File: src/cis_defs.svh
// constants of the command identifier and status word codec
// assumes byte addresses on a 32-bit register port
`ifndef CIS_DEFS_SVH
`define CIS_DEFS_SVH

// status word fields
`define CIS_CODE_LSB      0
`define CIS_CODE_W        12
`define CIS_RSVD_BIT      12
`define CIS_NS_LSB        13
`define CIS_NS_W          2
`define CIS_SEV_BIT       15
`define CIS_NS_PROTOCOL   2'h0
`define CIS_NS_TECH       2'h1
`define CIS_NS_DEVICE     2'h2

// status codes
`define CIS_STATUS_OK              16'h0000
`define CIS_STATUS_UNSUPPORTED_CMD 16'h8001
`define CIS_STATUS_BAD_PARAM       16'h8002
`define CIS_STATUS_NO_SUCH_ADDR    16'h8003
`define CIS_STATUS_READ_ONLY       16'h8004
`define CIS_STATUS_MISALIGNED      16'h8005
`define CIS_STATUS_NO_ACCESS       16'h8006
`define CIS_STATUS_RECV_OCCUPIED   16'h8007
`define CIS_STATUS_REPLY_TIMEOUT   16'h800b
`define CIS_STATUS_BAD_HEADER      16'h800e
`define CIS_STATUS_CONFIG_FORBIDS  16'h800f
`define CIS_STATUS_GENERIC_FAIL    16'h8fff

// opcode word fields and standard values
`define CIS_ACK_BIT        0
`define CIS_CUSTOM_BIT     15
`define CIS_MEM_READ_REQ   16'h0800
`define CIS_MEM_READ_REP   16'h0801
`define CIS_MEM_WRITE_REQ  16'h0802
`define CIS_MEM_WRITE_REP  16'h0803
`define CIS_PENDING_REP    16'h0805
`define CIS_EVENT_REQ      16'h0c00
`define CIS_EVENT_REP      16'h0c01

// header sizes in bytes
`define CIS_HDR_BYTES      16'h0008
`define CIS_READ_SCD_BYTES 16'h000c
`define CIS_ADDR_BYTES     16'h0008
`define CIS_FLAG_RSVD_MASK 16'h3fff

// register byte addresses
`define CIS_REG_CTRL     8'h00
`define CIS_REG_HDR_IN0  8'h04
`define CIS_REG_HDR_IN1  8'h08
`define CIS_REG_PKT_INFO 8'h0c
`define CIS_REG_COND     8'h10
`define CIS_REG_EXT_STAT 8'h14
`define CIS_REG_ACK_HDR0 8'h18
`define CIS_REG_ACK_HDR1 8'h1c
`define CIS_REG_STAT     8'h20

// control and condition bits
`define CIS_CTRL_GO        0
`define CIS_CTRL_CLR_TMO   1
`define CIS_CTRL_CUSTOM_EN 2
`define CIS_COND_W         10
`define CIS_EXT_EN_BIT     15

`endif

File: src/cis_pkg.sv
// types of the command identifier and status word codec
// assumes cis_defs.svh supplies the numeric constants
package cis_pkg;

  typedef enum logic [2:0] {
    CIS_IDLE = 3'h1,
    CIS_EVAL = 3'h2,
    CIS_DONE = 3'h4
  } cis_state_type;

  // one-hot kind of a received opcode word
  typedef enum logic [3:0] {
    CIS_KIND_NONE  = 4'h0,
    CIS_KIND_READ  = 4'h1,
    CIS_KIND_WRITE = 4'h2,
    CIS_KIND_EVENT = 4'h4,
    CIS_KIND_OTHER = 4'h8
  } cis_kind_type;

  typedef struct packed {
    logic generic_fail;
    logic warn;
    logic reserved_nonzero;
    logic config_forbids;
    logic busy;
    logic no_write;
    logic no_read;
    logic misaligned;
    logic read_only;
    logic addr_missing;
  } cis_cond_type;

endpackage

File: src/cis_cls_if.sv
// carrier between the register front end and the classifier
// assumes one clock domain; all signals are plain levels
`timescale 1ns/100ps
interface cis_cls_if;
  import cis_pkg::*;
  logic [15:0]  flags;
  logic [15:0]  opcode_word;
  logic [15:0]  length;
  logic [15:0]  transaction_seq;
  logic [15:0]  pkt_size;
  logic [7:0]   frame_ovh;
  logic         custom_en;
  cis_cond_type cond;
  logic [15:0]  ext_status;
  logic [15:0]  status;
  logic [15:0]  ack_opcode;
  logic         is_ack;
  logic         is_custom;
  cis_kind_type kind;

  modport ctl (output flags, opcode_word, length, transaction_seq,
               pkt_size, frame_ovh, custom_en, cond, ext_status,
               input status, ack_opcode, is_ack, is_custom, kind);
  modport cls (input flags, opcode_word, length, transaction_seq,
               pkt_size, frame_ovh, custom_en, cond, ext_status,
               output status, ack_opcode, is_ack, is_custom, kind);
endinterface // cis_cls_if

File: src/cis_classifier.sv
// combinational decode of an opcode word and choice of status word
// assumes header fields are held stable by the front end
`timescale 1ns/100ps
`include "cis_defs.svh"
module cis_classifier
  import cis_pkg::*;
(
  cis_cls_if.cls bus
);

  // assemble a status word; reserved bit always zero
  function automatic logic [15:0] cis_make_status(
    input logic [11:0] code,
    input logic [1:0]  ns,
    input logic        sev);
    cis_make_status = {sev, ns, 1'b0, code};
  endfunction

  wire [15:0] op = bus.opcode_word;
  wire        is_read  = (op == `CIS_MEM_READ_REQ);
  wire        is_write = (op == `CIS_MEM_WRITE_REQ);
  wire        is_event = (op == `CIS_EVENT_REQ);
  wire        is_custom = op[`CIS_CUSTOM_BIT];
  wire        is_ack = op[`CIS_ACK_BIT];
  wire [13:0] cmd_value = op[14:1];
  wire        known = is_read | is_write | is_event | (is_custom & bus.custom_en);

  wire [15:0] expect_size = 16'(`CIS_HDR_BYTES + bus.length
                                + {8'h00, bus.frame_ovh});
  // an ack opcode arriving as a command is a disallowed flag combination
  wire bad_header = ((bus.flags & `CIS_FLAG_RSVD_MASK) != 16'h0000)
                    | is_ack | (bus.pkt_size != expect_size);
  wire bad_len = (is_read & (bus.length != `CIS_READ_SCD_BYTES))
                 | (is_write & (bus.length <= `CIS_ADDR_BYTES));
  wire bad_param = bad_len | bus.cond.reserved_nonzero
                   | (is_write & (bus.transaction_seq == 16'h0000));
  wire deny = (is_read & bus.cond.no_read) | (is_write & bus.cond.no_write);
  wire mem_op = is_read | is_write;
  wire ext_on = bus.ext_status[`CIS_EXT_EN_BIT];
  wire [15:0] ext_word = cis_make_status(bus.ext_status[11:0],
                                         bus.ext_status[13:12],
                                         bus.ext_status[14]);

  // most specific code first; generic only when no other error or extended status fits, ahead of the warning
  always_comb begin
    if (bad_header)
      bus.status = `CIS_STATUS_BAD_HEADER;
    else if (!known)
      bus.status = `CIS_STATUS_UNSUPPORTED_CMD;
    else if (bus.cond.busy)
      bus.status = `CIS_STATUS_RECV_OCCUPIED;
    else if (bus.cond.config_forbids)
      bus.status = `CIS_STATUS_CONFIG_FORBIDS;
    else if (bad_param)
      bus.status = `CIS_STATUS_BAD_PARAM;
    else if (mem_op & bus.cond.addr_missing)
      bus.status = `CIS_STATUS_NO_SUCH_ADDR;
    else if (mem_op & bus.cond.misaligned)
      bus.status = `CIS_STATUS_MISALIGNED;
    else if (is_write & bus.cond.read_only)
      bus.status = `CIS_STATUS_READ_ONLY;
    else if (deny)
      bus.status = `CIS_STATUS_NO_ACCESS;
    else if (ext_on)
      bus.status = ext_word;
    else if (bus.cond.generic_fail)
      bus.status = `CIS_STATUS_GENERIC_FAIL;
    else if (bus.cond.warn)
      bus.status = cis_make_status(12'h001, `CIS_NS_DEVICE, 1'b0);
    else
      bus.status = `CIS_STATUS_OK;
  end

  assign bus.ack_opcode = {op[15], cmd_value, 1'b1};
  assign bus.is_ack = is_ack;
  assign bus.is_custom = is_custom;
  assign bus.kind = is_read  ? CIS_KIND_READ  :
                    is_write ? CIS_KIND_WRITE :
                    is_event ? CIS_KIND_EVENT :
                    known    ? CIS_KIND_OTHER : CIS_KIND_NONE;

endmodule // cis_classifier

File: src/cis_codec.sv
// top of the command identifier and status word codec
// assumes a synchronous register port and header fields from a packet
// receiver; one clock, asynchronous reset
`timescale 1ns/100ps
`include "cis_defs.svh"

// Summary of operation
// - status words are sixteen bits wide
// - code in low twelve bits, bit12 zero
// - two-bit namespace at bit 13
// - bit 15 set for errors only
// - unknown opcode answers 0x8001
// - bad parameter answers 0x8002
// - missing address answers 0x8003
// - write to read-only answers 0x8004
// - misaligned address answers 0x8005
// - access not permitted answers 0x8006
// - busy receiver answers 0x8007
// - reply timeout reported as 0x800B
// - invalid header answers 0x800E
// - configuration forbids answers 0x800F
// - opcode words are sixteen bits, shared layout
// - bit 0 marks acknowledge, never command
// - bits 1 to 14 hold command value
// - custom opcodes have top bit set
// - read 0x0800, write 0x0802, event 0x0C00
// - replies 0x0801, 0x0803, 0x0805, 0x0C01
// - status occupies header bytes 0 and 1
// - opcode occupies header bytes 2 and 3
module cis_codec
  import cis_pkg::*;
(
  input  wire logic        clk_sys,
  input  wire logic        rst,
  input  wire logic [7:0]  reg_addr,
  input  wire logic [31:0] reg_wdata,
  input  wire logic        reg_wr,
  input  wire logic        reg_rd,
  output logic [31:0]      reg_rdata,
  input  wire logic        reply_timeout,
  output logic             ack_valid,
  output logic [15:0]      ack_status,
  output logic [15:0]      ack_opcode,
  output logic [15:0]      ack_seq
);

  cis_cls_if cls_bus ();

  cis_classifier u_classifier (
    .bus (cls_bus)
  );

  logic [15:0]   flags_ff;
  logic [15:0]   opcode_ff;
  logic [15:0]   length_ff;
  logic [15:0]   seq_ff;
  logic [15:0]   pkt_size_ff;
  logic [7:0]    frame_ovh_ff;
  logic          custom_en_ff;
  logic [`CIS_COND_W-1:0] cond_ff;
  logic [15:0]   ext_stat_ff;
  cis_state_type state_ff;
  cis_state_type nxt_state;
  logic [15:0]   status_ff;
  logic [15:0]   nxt_status;
  logic [15:0]   reply_op_ff;
  logic [15:0]   nxt_reply_op;
  logic [15:0]   reply_seq_ff;
  logic          ack_valid_ff;
  logic          timeout_flag_ff;
  logic          is_ack_ff;
  logic          is_custom_ff;
  cis_kind_type  kind_ff;
  logic [31:0]   rdata_ff;

  // address decode, one function used for both strobes
  function automatic logic cis_hit(input logic [7:0] a,
                                   input logic [7:0] reg_off);
    cis_hit = (a == reg_off);
  endfunction

  wire wr_ctrl  = reg_wr & cis_hit(reg_addr, `CIS_REG_CTRL);
  wire wr_hdr0  = reg_wr & cis_hit(reg_addr, `CIS_REG_HDR_IN0);
  wire wr_hdr1  = reg_wr & cis_hit(reg_addr, `CIS_REG_HDR_IN1);
  wire wr_pkt   = reg_wr & cis_hit(reg_addr, `CIS_REG_PKT_INFO);
  wire wr_cond  = reg_wr & cis_hit(reg_addr, `CIS_REG_COND);
  wire wr_ext   = reg_wr & cis_hit(reg_addr, `CIS_REG_EXT_STAT);
  wire go       = wr_ctrl & reg_wdata[`CIS_CTRL_GO];
  wire clr_tmo  = wr_ctrl & reg_wdata[`CIS_CTRL_CLR_TMO];
  wire idle     = (state_ff == CIS_IDLE);
  // header registers are frozen while a command is being judged
  wire hdr_open = idle & ~go;

  assign cls_bus.flags           = flags_ff;
  assign cls_bus.opcode_word     = opcode_ff;
  assign cls_bus.length          = length_ff;
  assign cls_bus.transaction_seq = seq_ff;
  assign cls_bus.pkt_size        = pkt_size_ff;
  assign cls_bus.frame_ovh       = frame_ovh_ff;
  assign cls_bus.custom_en       = custom_en_ff;
  assign cls_bus.cond            = cis_cond_type'(cond_ff);
  assign cls_bus.ext_status      = ext_stat_ff;

  // header and condition capture
  always_ff @(posedge clk_sys or posedge rst) begin
    if (rst) begin
      flags_ff     <= 16'h0000;
      opcode_ff    <= 16'h0000;
      length_ff    <= 16'h0000;
      seq_ff       <= 16'h0000;
      pkt_size_ff  <= 16'h0000;
      frame_ovh_ff <= 8'h00;
      cond_ff      <= '0;
      ext_stat_ff  <= 16'h0000;
    end else begin
      if (wr_hdr0 && hdr_open) begin
        flags_ff  <= reg_wdata[15:0];
        opcode_ff <= reg_wdata[31:16];
      end
      if (wr_hdr1 && hdr_open) begin
        length_ff <= reg_wdata[15:0];
        seq_ff    <= reg_wdata[31:16];
      end
      if (wr_pkt && hdr_open) begin
        pkt_size_ff  <= reg_wdata[15:0];
        frame_ovh_ff <= reg_wdata[23:16];
      end
      if (wr_cond && hdr_open)
        cond_ff <= reg_wdata[`CIS_COND_W-1:0];
      if (wr_ext && hdr_open)
        ext_stat_ff <= reg_wdata[15:0];
    end
  end

  always_ff @(posedge clk_sys or posedge rst) begin
    if (rst)
      custom_en_ff <= 1'b0;
    else if (wr_ctrl)
      custom_en_ff <= reg_wdata[`CIS_CTRL_CUSTOM_EN];
  end

  // sequencing: go in idle, judge for one cycle, then announce
  always_comb begin
    case (state_ff)
      CIS_IDLE: nxt_state = go ? CIS_EVAL : CIS_IDLE;
      CIS_EVAL: nxt_state = CIS_DONE;
      CIS_DONE: nxt_state = CIS_IDLE;
      default:  nxt_state = CIS_IDLE;
    endcase
  end

  always_ff @(posedge clk_sys or posedge rst) begin
    if (rst)
      state_ff <= CIS_IDLE;
    else
      state_ff <= nxt_state;
  end

  // a judged command wins over a timeout arriving in the same cycle;
  // the timeout still leaves its sticky flag
  wire eval_now = (state_ff == CIS_EVAL);
  wire tmo_now  = reply_timeout & ~eval_now;

  assign nxt_status = eval_now ? cls_bus.status :
                      tmo_now  ? `CIS_STATUS_REPLY_TIMEOUT :
                                 status_ff;
  assign nxt_reply_op = eval_now ? cls_bus.ack_opcode :
                        tmo_now  ? `CIS_PENDING_REP :
                                   reply_op_ff;

  always_ff @(posedge clk_sys or posedge rst) begin
    if (rst) begin
      status_ff    <= `CIS_STATUS_OK;
      reply_op_ff  <= 16'h0000;
      reply_seq_ff <= 16'h0000;
      is_ack_ff    <= 1'b0;
      is_custom_ff <= 1'b0;
      kind_ff      <= CIS_KIND_NONE;
    end else begin
      status_ff   <= nxt_status;
      reply_op_ff <= nxt_reply_op;
      if (eval_now) begin
        reply_seq_ff <= seq_ff;
        is_ack_ff    <= cls_bus.is_ack;
        is_custom_ff <= cls_bus.is_custom;
        kind_ff      <= cls_bus.kind;
      end
    end
  end

  // one-cycle announce, both for judged commands and timeouts
  always_ff @(posedge clk_sys or posedge rst) begin
    if (rst)
      ack_valid_ff <= 1'b0;
    else
      ack_valid_ff <= eval_now | tmo_now;
  end

  // set wins over clear
  always_ff @(posedge clk_sys or posedge rst) begin
    if (rst)
      timeout_flag_ff <= 1'b0;
    else if (reply_timeout)
      timeout_flag_ff <= 1'b1;
    else if (clr_tmo)
      timeout_flag_ff <= 1'b0;
  end

  // readback; ack header word 0 gives status in bytes 0-1, opcode in 2-3; word 1 gives the sequence in 2-3
  wire [31:0] ack_hdr0 = {reply_op_ff, status_ff};
  wire [31:0] ack_hdr1 = {reply_seq_ff, 16'h0000};
  wire [31:0] stat_w = {status_ff, 8'h00, kind_ff, is_custom_ff,
                        is_ack_ff, timeout_flag_ff, ack_valid_ff};
  wire [31:0] rd_mux =
    cis_hit(reg_addr, `CIS_REG_CTRL)     ?
      {29'h0, custom_en_ff, 2'h0} :
    cis_hit(reg_addr, `CIS_REG_HDR_IN0)  ? {opcode_ff, flags_ff} :
    cis_hit(reg_addr, `CIS_REG_HDR_IN1)  ? {seq_ff, length_ff} :
    cis_hit(reg_addr, `CIS_REG_PKT_INFO) ?
      {8'h00, frame_ovh_ff, pkt_size_ff} :
    cis_hit(reg_addr, `CIS_REG_COND)     ?
      {{(32-`CIS_COND_W){1'b0}}, cond_ff} :
    cis_hit(reg_addr, `CIS_REG_EXT_STAT) ? {16'h0000, ext_stat_ff} :
    cis_hit(reg_addr, `CIS_REG_ACK_HDR0) ? ack_hdr0 :
    cis_hit(reg_addr, `CIS_REG_ACK_HDR1) ? ack_hdr1 :
    cis_hit(reg_addr, `CIS_REG_STAT)     ? stat_w : 32'h0000_0000;

  // data only in the cycle after the read strobe; zero otherwise
  always_ff @(posedge clk_sys or posedge rst) begin
    if (rst)
      rdata_ff <= 32'h0000_0000;
    else
      rdata_ff <= reg_rd ? rd_mux : 32'h0000_0000;
  end

  assign reg_rdata  = rdata_ff;
  assign ack_valid  = ack_valid_ff;
  assign ack_status = status_ff;
  assign ack_opcode = reply_op_ff;
  assign ack_seq    = reply_seq_ff;

endmodule // cis_codec

File: config.mk
export PLATFORM = sky130hd
export DESIGN_NAME = cis_codec
export DESIGN_NICKNAME = d
export VERILOG_FILES = /design/src/cis_pkg.sv /design/src/cis_cls_if.sv /design/src/cis_classifier.sv /design/src/cis_codec.sv
export VERILOG_INCLUDE_DIRS = /design/src
export SDC_FILE = /design/constraint.sdc
export NUM_CORES = 1
export LEC_CHECK = 0
export BUFFER_PORTS_ARGS = -buffer_cell sky130_fd_sc_hd__buf_2
export CORE_MARGIN = 2
export CORE_UTILIZATION = 59
export CTS_BUF_LIST = sky130_fd_sc_hd__clkbuf_16
export DETAILED_ROUTE_END_ITERATION = 10
export HOLD_SLACK_MARGIN = 0.05
export PLACE_DENSITY_LB_ADDON = 0.08
export SYNTH_ARGS = -nofsm -noshare
export SYNTH_HDL_FRONTEND = slang
export SYNTH_HIERARCHICAL = 1
export SYNTH_SLANG_ARGS = --single-unit
File: constraint.sdc
create_clock -name clk_sys -period 7.6 [get_ports clk_sys]
set_input_delay 0.76 -clock clk_sys [delete_from_list [all_inputs] [get_ports clk_sys]]
set_output_delay 0.76 -clock clk_sys [all_outputs]
set_load 0.01 [all_outputs]
After elaboration in Yosys (flattened, before gate mapping)
Index checks and enable logic that the tools add are counted.
{ "totals": {"regBits": 206, "latchBits": 0, "ramBits": 0, "mem_bits_ro": 0, "inputBits": 45, "output_inout_bits": 81, "word_cells": 112, "memories": 0} }
{ "classes": {"addsub": 2, "n_mul": 0, "div": 0, "magnitude_cmp": 1, "n_eq_ne": 15, "shifts": 0, "mux": 34, "bitwise_logic": 31, "reduce_logical": 10} }
{ "op_table": {"columns": ["operator", "count"], "rows": [
  ["2-to-1 mux 32 bit", 10],
  ["2-to-1 mux 16 bit", 15],
  ["equality test 16 x 12 -> 1 bit (second input constant)", 3],
  ["equality test 8 x 5 -> 1 bit (second input constant)", 4],
  ["AND 1 bit", 19],
  ["adder 16 x 8 -> 16 bit", 1],
  ["adder 4 x 16 -> 16 bit (first input constant)", 1],
  ["equality test 8 x 4 -> 1 bit (second input constant)", 2],
  ["less-or-equal comparator 16 x 4 -> 1 bit (second input constant)", 1],
  ["zero test 16 bit", 1],
  ["2-to-1 mux 4 bit", 4],
  ["!= test 16 bit", 1],
  ["!= test 16 x 4 -> 1 bit (second input constant)", 1],
  ["nonzero test 16 bit", 1],
  ["2-to-1 mux 15 bit", 1],
  ["OR 1 bit", 10],
  ["equality test 8 x 3 -> 1 bit (second input constant)", 1],
  ["equality test 8 x 6 -> 1 bit (second input constant)", 1],
  ["zero test 8 bit", 1],
  ["case mux 3 bit (2 select lines)", 1],
  ["logical AND 1 bit", 5],
  ["nonzero test 2 bit", 2],
  ["equality test 3 x 1 -> 1 bit (second input constant)", 1],
  ["equality test 3 x 2 -> 1 bit (second input constant)", 1],
  ["other kinds (3)", 5]
]} }

Depth between registers and ports, before layout
Gate-level depths: netlist of run 1.
{ "logic_depth": {"depth_word": 13, "mapped_depth": 14, "depth_no_buf": 13} }

By module
Netlist of run 1, hierarchy kept.
{ "modules_own_cells": {"columns": ["module", "instances", "cells_each", "area_each_um2", "seq_area_each_um2"], "rows": [
  ["cis_codec", 1, 836, 9534.1, 5156.2],
  ["cis_classifier", 1, 233, 1666.6, 0.0]
]} }

Worst setup path before layout of run 1
OpenSTA, ideal clock, no wires.
{ "synth_timing": {"path_type": "flip-flop to flip-flop", "from": "register length_ff[1] (netlist: cls_bus.length[1])", "to": "register status_ff[7] (netlist: ack_status[7])", "setup_time_ps": 96, "arrival_ps": 3203, "required_ps": 7504, "slack_ps": 4302, "stages_incl_launch_ff": 14, "n_path_buf": 1, "period_less_slack_ps": 3298, "cell_sequence": "dfrtp_1 > ha_1 > ha_1 > fa_1 > a211o_1 > a221o_1 > o2111a_1 > xnor2_1 > mux2i_1 > o21a_1 > buf_2 > nor4b_2 > nand2_1 > o31ai_1"} }
{ "synth_between": {"elab_chain_len": 11, "word_cells_on_any_way": 17, "cone_classes": "add/sub (2); order compare (1); eq/ne (2); mux (6); bitwise (6)"} }
{ "synth_lines": {"columns": ["element", "line", "rtl"], "rows": [
  ["start: declaration", "cis_codec.sv:55", "logic [15:0] length_ff;"],
  ["start signal: assignment", "cis_codec.sv:121", "length_ff <= reg_wdata[15:0];"],
  ["branches (longest 9 deep; another with adder 4 x 16 -> 16 bit)", null, null],
  ["2-to-1 mux 16 bit *", "cis_classifier.sv:46", "if (bad_header)"],
  ["net cls_bus.status[7]", "cis_cls_if.sv:15", "logic [15:0] status;"],
  ["2-to-1 mux 16 bit *", "cis_codec.sv:164", "assign nxt_status = eval_now ? cls_bus.status :"],
  ["end signal: assignment", "cis_codec.sv:173", "status_ff <= `CIS_STATUS_OK;"],
  ["end signal: assignment", "cis_codec.sv:180", "status_ff <= nxt_status;"],
  ["end: declaration", "cis_codec.sv:64", "logic [15:0] status_ff;"]
]} }
Mark *: on every way through the listed nets, which the timed path passes.
A chain may end at the register's enable or synchronous reset.

Worst setup path after layout of run 1
{ "layout_timing": {"from": "register length_ff[1] (netlist: cls_bus.length[1])", "to": "register status_ff[4] (netlist: ack_status[4])"} }
Same word-level chain as after synthesis.

==> results.json, run 1 <==
{
  "crit_arrival_ns": 4.58,
  "ctsHoldBuffers": 0,
  "cp_max_fo": 11,
  "grt_first_pass_wirelength_mm": 50.6,
  "fp.dieW_um": 142,
  "synth_nets": 1131,
  "ant_nets": 0,
  "rows": 50,
  "critPathTopFamily": "simple AND/OR/NAND/NOR gates",
  "drcViolationCount": 0,
  "ff2ff_path_depth": 12,
  "crit_path_max_incr_delay_ns": 0.70,
  "cts_setup_buffers": 0,
  "syn_area_mm2": 0.0112,
  "path_common_cell": "ha_1",
  "core_area_mm2": 0.0186,
  "fmax_ghz": 0.240,
  "wl_met2_mm": 15.3,
  "grt_setup_unrepaired": "no",
  "grt_pass1_vias": 8534,
  "highest_layer": "met4",
  "num_io_pins": 126,
  "crit_path_start_kind": "flip-flop",
  "critPathKind": "reg -> reg",
  "ys_ff_latch": 206,
  "synthTopCellsByCount": "205 x dfrtp_1, 128 x mux2_2, 99 x nand2_1",
  "drt_iter0_drc": 775,
  "drive_above_1_share_pct": 28.3,
  "async_flop_share_pct": 100,
  "finalClockSkew_ns": 0.00816,
  "peakVddDrop_uv": 182,
  "fin_hold_ws_ns": 0.428,
  "seq_area_frac_synth_pct": 46.0,
  "status": "finished clean",
  "antenna_found_initial": 0,
  "synth_top_area_cell": "dfrtp_1",
  "worstSetupEndpointType": "flip-flop",
  "setup_viol": 0,
  "syn_inst": 1069,
  "antenna_cells": 0,
  "ys.flop_type": "dfrtp_1",
  "clk_latency_ns": 0.51,
  "finalHoldViolCount": 0,
  "vias": 8929,
  "slew_headroom_pct": 15.7,
  "cts_resized": 0,
  "tightest_slew_ns": 1.25,
  "cts_tree": "yes",
  "fillers": 1525,
  "vias_per_cell": 6.42,
  "postLayoutCoreUtil_pct": 66.7,
  "wire_per_inst_um": 23.3,
  "gp_congestion": 0.915,
  "synth-edff-count": 0,
  "ys_types": 74,
  "fin_area_mm2": 0.0124,
  "cpMaxStageDelayCell": "nand4_1",
  "clock-sinks": 206,
  "post-route-min-period_ns": 4.16,
  "syn_area_per_cell_um2": 10.5,
  "synth_warnings": 6,
  "cp.required_ns": 8.01,
  "cts-buffers-inserted": 23,
  "die_h_um": 142,
  "drt-total-wl_mm": 32.4,
  "crit_chain": "ha_1 > ha_1 > fa_1 > a211o_1 > a221o_1 > o2111ai_1 > nor2_1 > xnor2_1 > nand4_1 > nor4b_1 > nand2_1 > o31ai_1",
  "path_buf_inv": 0,
  "drt-pass1-iter-count": 5,
  "path_depth": 12,
  "multi_input_comb_area_mm2": 0.00554,
  "nets": 1202,
  "drv_cap": 0,
  "slew_violations": 0,
  "setup_tns_ns": 0,
  "power_density_mw_per_mm2": 196,
  "hold_class": "in -> async",
  "yosysMostFrequentCell": "dfrtp_1",
  "place_area_mm2": 0.0117,
  "clk_path_buf_depth": 3,
  "yosysTopAreaCellShare_pct": 45.8,
  "grt_max_degree": 136,
  "htreeDepth": 1,
  "wl_met3_mm": 2.36,
  "gr-total-overflow": 0,
  "p_leak_nw": 6.17,
  "die-area_mm2": 0.0201,
  "clk_pin_slew_ns": 0.06,
  "clockRootBuffer": "clkbuf_16",
  "ff_latch_area_mm2": 0.00516,
  "syn2layout_area_growth_pct": 11.1,
  "port-buffer-count": 125,
  "place_hpwl_mm": 21.9,
  "start_util_pct": 60.1,
  "min_period_over_period_pct": 54.8,
  "synthTopCellsByArea": "dfrtp_1 46%, mux2_2 13%, a21oi_1 3.5%, o21ai_0 3.4%, nand2_1 3.3%",
  "grtUsageTotal_pct": 32.6,
  "m1WireLength_mm": 14.2
}
-- state kept, by name (all words and copies together), names as in the netlist, 3 cells and up --
register	cells
cls_bus.transaction_seq	16
cls_bus.flags	16
ack_status	16
cls_bus.length	16
ack_opcode	16
cls_bus.opcode_word	16
cls_bus.pkt_size	16
state_ff	3
kind_ff	4
cls_bus.frame_ovh	8
ack_seq	16
cls_bus.cond	10
cls_bus.ext_status	16
reg_rdata	32
-- path summary, 6_finish.rpt --
kind / slack (ns) / to / from
worst max-delay path: 3.44 / ack_status[4] / cls_bus.length[1]
worst min-delay path: 0.43 / reg_rdata[9] / rst
worst max register to register: 3.44 / ack_status[4] / cls_bus.length[1]
worst min register to register: 0.48 / timeout_flag_ff / timeout_flag_ff
max in group asynchronous: 5.61 / ack_status[6] / rst
min in group clk_sys: 0.48 / timeout_flag_ff / timeout_flag_ff
-- per-layer routing --
layer | track usage (%) | vias to the layer above
met4 | 7.84 | 0
met2 | 52.4 | 380
met1 | 47.6 | 4502
met3 | 4.08 | 46
met5 | 0 | -
li1 | - | 4001
-- metrics by stage --
step	setup WS [ns]	total power, mW	instances
2_1_floorplan	1.22	1.32	1069
3_3_place_gp	3.60	1.40	1349
3_5_place_dp	3.48	1.40	1349
4_1_cts	3.47	2.44	1390
5_1_grt	3.22	2.52	1390
6_report	3.44	2.44	1390
-- cells in the final DEF, fill, tap and decap left out, drive strengths merged, types with 3 or more instances in the layout --
master,synthesis,final
o21ai,76,76
mux2,138,138
a21oi,78,78
a211oi,3,3
mux2i,10,10
clkinv,0,6
inv,14,23
dfrtp,205,205
nor2,47,47
nor2b,9,9
o21a,3,3
nor3b,13,13
nor4,18,18
a221oi,7,7
a22oi,8,8
buf,46,134
nand3,16,16
a21o,12,12
clkbuf,42,23
ha,16,16
a31oi,3,3
a41o,8,8
nor3,20,20
nand2,105,105
nor4b,12,12
o211a,9,9
nand2b,38,38
a211o,3,3
xnor2,18,18
nand4,8,8
o2111ai,4,4
and2,6,6
a221o,13,13
xor2,7,7
nand3b,7,7
and3,7,7
a22o,9,9
-- layout make-up --
| cell class | instances | share of cell area, % |
|---|---|---|
| clock buffer | 23 | 4.63 |
| inverter | 14 | 0.483 |
| timing repair buffer | 134 | 5.57 |
| clock inverter | 18 | 1.02 |
| multi-input combinational | 761 | 44.5 |
| sequential | 206 | 41.4 |
| tap | 234 | 2.35 |
-- report_power, final --
part / switching, mW / internal, mW / leakage [nW]
clock: 0.442 / 0.613 / 0.374
combinational: 0.138 / 0.0793 / 2.98
sequential: 0.0406 / 1.13 / 2.81
-- logic make-up after synthesis --
| family | Yosys count | share of synthesized area (%) |
|---|---|---|
| simple gates | 318 | 16.1 |
| compound gates | 251 | 14.4 |
| flops | 206 | 46.0 |
| mux | 148 | 14.8 |
| buf+inv | 102 | 4.69 |
| xor+xnor | 25 | 1.95 |
| fa+ha+maj | 17 | 1.97 |
| other cells | 2 | 0.0670 |
Power figures use the tool's default switching activity.
==> run 2: changes to the inputs <==
--- a/config.mk
+++ b/config.mk
@@ -8,7 +8,7 @@
 export LEC_CHECK = 0
 export BUFFER_PORTS_ARGS = -buffer_cell sky130_fd_sc_hd__buf_2
 export CORE_MARGIN = 2
-export CORE_UTILIZATION = 59
+export CORE_UTILIZATION = 54
 export CTS_BUF_LIST = sky130_fd_sc_hd__clkbuf_16
 export DETAILED_ROUTE_END_ITERATION = 10
 export HOLD_SLACK_MARGIN = 0.05
==> constraint.sdc (replaced) <==
create_clock -name clk_sys -period 3.3 [get_ports clk_sys]
set_input_delay 0.33 -clock clk_sys [delete_from_list [all_inputs] [get_ports clk_sys]]
set_output_delay 0.33 -clock clk_sys [all_outputs]
set_load 0.01 [all_outputs]
==> results.json, run 2 (same netlist as run 1, synthesis figures left out) <==
{
  "cp_max_fo": 5,
  "place_area_mm2": 0.0121,
  "tightest_slew_ns": 1.10,
  "grt_setup_unrepaired": "yes",
  "core_area_mm2": 0.0203,
  "num_io_pins": 126,
  "dp_cells": 1417,
  "clock-sinks": 206,
  "hold_class": "in -> reg",
  "htreeDepth": 1,
  "finalClockSkew_ns": 0.00674,
  "syn2layout_area_growth_pct": 15.7,
  "setup_tns_ns": -0.416,
  "crit_path_max_incr_delay_ns": 0.38,
  "drv_cap": 0,
  "finalPower_mw": 5.54,
  "postLayoutCoreUtil_pct": 63.8,
  "fp.dieW_um": 148,
  "antenna_found_initial": 1,
  "crit_path_start_kind": "flip-flop",
  "final_cells": 1465,
  "critPathKind": "reg -> reg",
  "rows": 52,
  "final_cell_mix": "205 x dfrtp_1, 128 x mux2_2, 125 x buf_2",
  "power_density_mw_per_mm2": 428,
  "port-buffer-count": 125,
  "die_h_um": 148,
  "clockRootBuffer": "clkbuf_16",
  "cpMaxStageDelayCell": "dfrtp_1",
  "setup_viol": 9,
  "failed_checks": "setup timing",
  "drt-total-wl_mm": 34.2,
  "start_util_pct": 55.2,
  "final_common_cell": "dfrtp_1",
  "antenna_cells": 0,
  "wire_per_inst_um": 23.4,
  "nets": 1243,
  "clk_path_buf_depth": 3,
  "drt-pass1-iter-count": 6,
  "grt_max_degree": 53,
  "cts-buffers-inserted": 23,
  "status": "finished with violations",
  "slew_headroom_pct": 26.6,
  "slew_violations": 0,
  "die-area_mm2": 0.0219,
  "clk_pin_slew_ns": 0.06,
  "vias": 9182,
  "worstSetupEndpointType": "flip-flop",
  "crit_arrival_ns": 3.81,
  "peakVddDrop_uv": 393,
  "finalHoldViolCount": 0,
  "place_hpwl_mm": 23.9,
  "grt_first_pass_wirelength_mm": 53.2,
  "largest_register_ffs": 32,
  "gr-total-overflow": 0,
  "ant_nets": 0,
  "grtUsageTotal_pct": 31.5,
  "gp_congestion": 0.959,
  "min_period_over_period_pct": 103,
  "layout_setup_ws_ns": -0.0914,
  "cts_tree": "yes",
  "grt_pass1_vias": 8841,
  "cp.required_ns": 3.72,
  "clk_latency_ns": 0.51,
  "drcViolationCount": 0,
  "p_leak_nw": 6.39,
  "fin_area_mm2": 0.0130,
  "post-route-min-period_ns": 3.39,
  "vias_per_cell": 6.27,
  "fmax_ghz": 0.295,
  "crit_chain": "ha_1 > ha_2 > fa_2 > a211o_1 > a221o_1 > o2111a_1 > xnor2_1 > mux2i_1 > o21a_2 > buf_12 > nor4b_4 > nand2_1 > o31ai_2",
  "drive_above_1_share_pct": 31.2,
  "drt_iter0_drc": 760
}
run 2: report_power, final:
part	leakage (nW)	total (mW)	switching, mW	internal (mW)
registers	2.81	2.68	0.0850	2.59
clock network	0.341	2.28	1.03	1.25
logic	3.24	0.584	0.351	0.233
total	6.39	5.54	1.46	4.08
run 2: worst max-delay path: cells and delay by family (launching register included):
family                     cells  cell delay, ns
buffers and inverters          1            0.16
muxes                          1            0.10
and+or+nand+nor                2            0.36
adders and majority gates      3            0.86
AOI/OAI and AO/OA              5            1.25
DFF                            1            0.38
xor gates and xnor gates       1            0.16
run 2: final timing paths:
| path | startpoint | endpoint | slack, ns | cells past startpoint |
|---|---|---|---|---|
| setup / recovery | cls_bus.frame_ovh[1] | ack_status[7] | -0.09 | 13 |
| hold / removal | reg_wdata[28] | cls_bus.opcode_word[12] | 0.06 | 2 |
| setup reg to reg | cls_bus.frame_ovh[1] | ack_status[7] | -0.09 | 13 |
| hold reg to reg | timeout_flag_ff | timeout_flag_ff | 0.49 | 1 |
| max in group asynchronous | rst | cls_bus.length[2] | 2.10 | 4 |
| min in group asynchronous | rst | cls_bus.pkt_size[8] | 0.49 | 3 |
run 2: repair_timing:
item / 4_1_cts / 5_1_grt
setup buffers: 2 / 2
setup endpoints to repair: 13 / 15
cloned: 1 / 0
hold buffers: 4 / 0
gates resized for setup: 16 / 10
pin swaps: 8 / 2
hold endpoints to repair: 26 / 0
run 2: layout make-up:
| cell class | instances | area (um2) |
|---|---|---|
| Tap cell | 270 | 338 |
| Fill cell | 1730 | 7340 |
| Clock inverter | 16 | 70.1 |
| Sequential cell | 206 | 5160 |
| Inverter | 14 | 56.3 |
| Timing Repair Buffer | 175 | 1140 |
| Multi-Input combinational cell | 761 | 5630 |
| Clock buffer | 23 | 576 |
run 2: metal layers:
metal | up-vias | global-route usage [%] | wire, um
met3 | 63 | 4.23 | 2320
met2 | 389 | 50.2 | 16000
met5 | - | 0 | 0
met4 | 0 | 8.14 | 909
li1 | 4083 | - | -
met1 | 4647 | 45.9 | 15000
run 2: through the flow:
stage	hold slack (ns)	setup WS [ns]
2_1_floorplan	0.450	0.00187
3_3_place_gp	0.469	-0.0787
3_5_place_dp	0.477	-0.196
4_1_cts	0.0562	-0.101
5_1_grt	0.0669	-0.249
6_report	0.0632	-0.0914
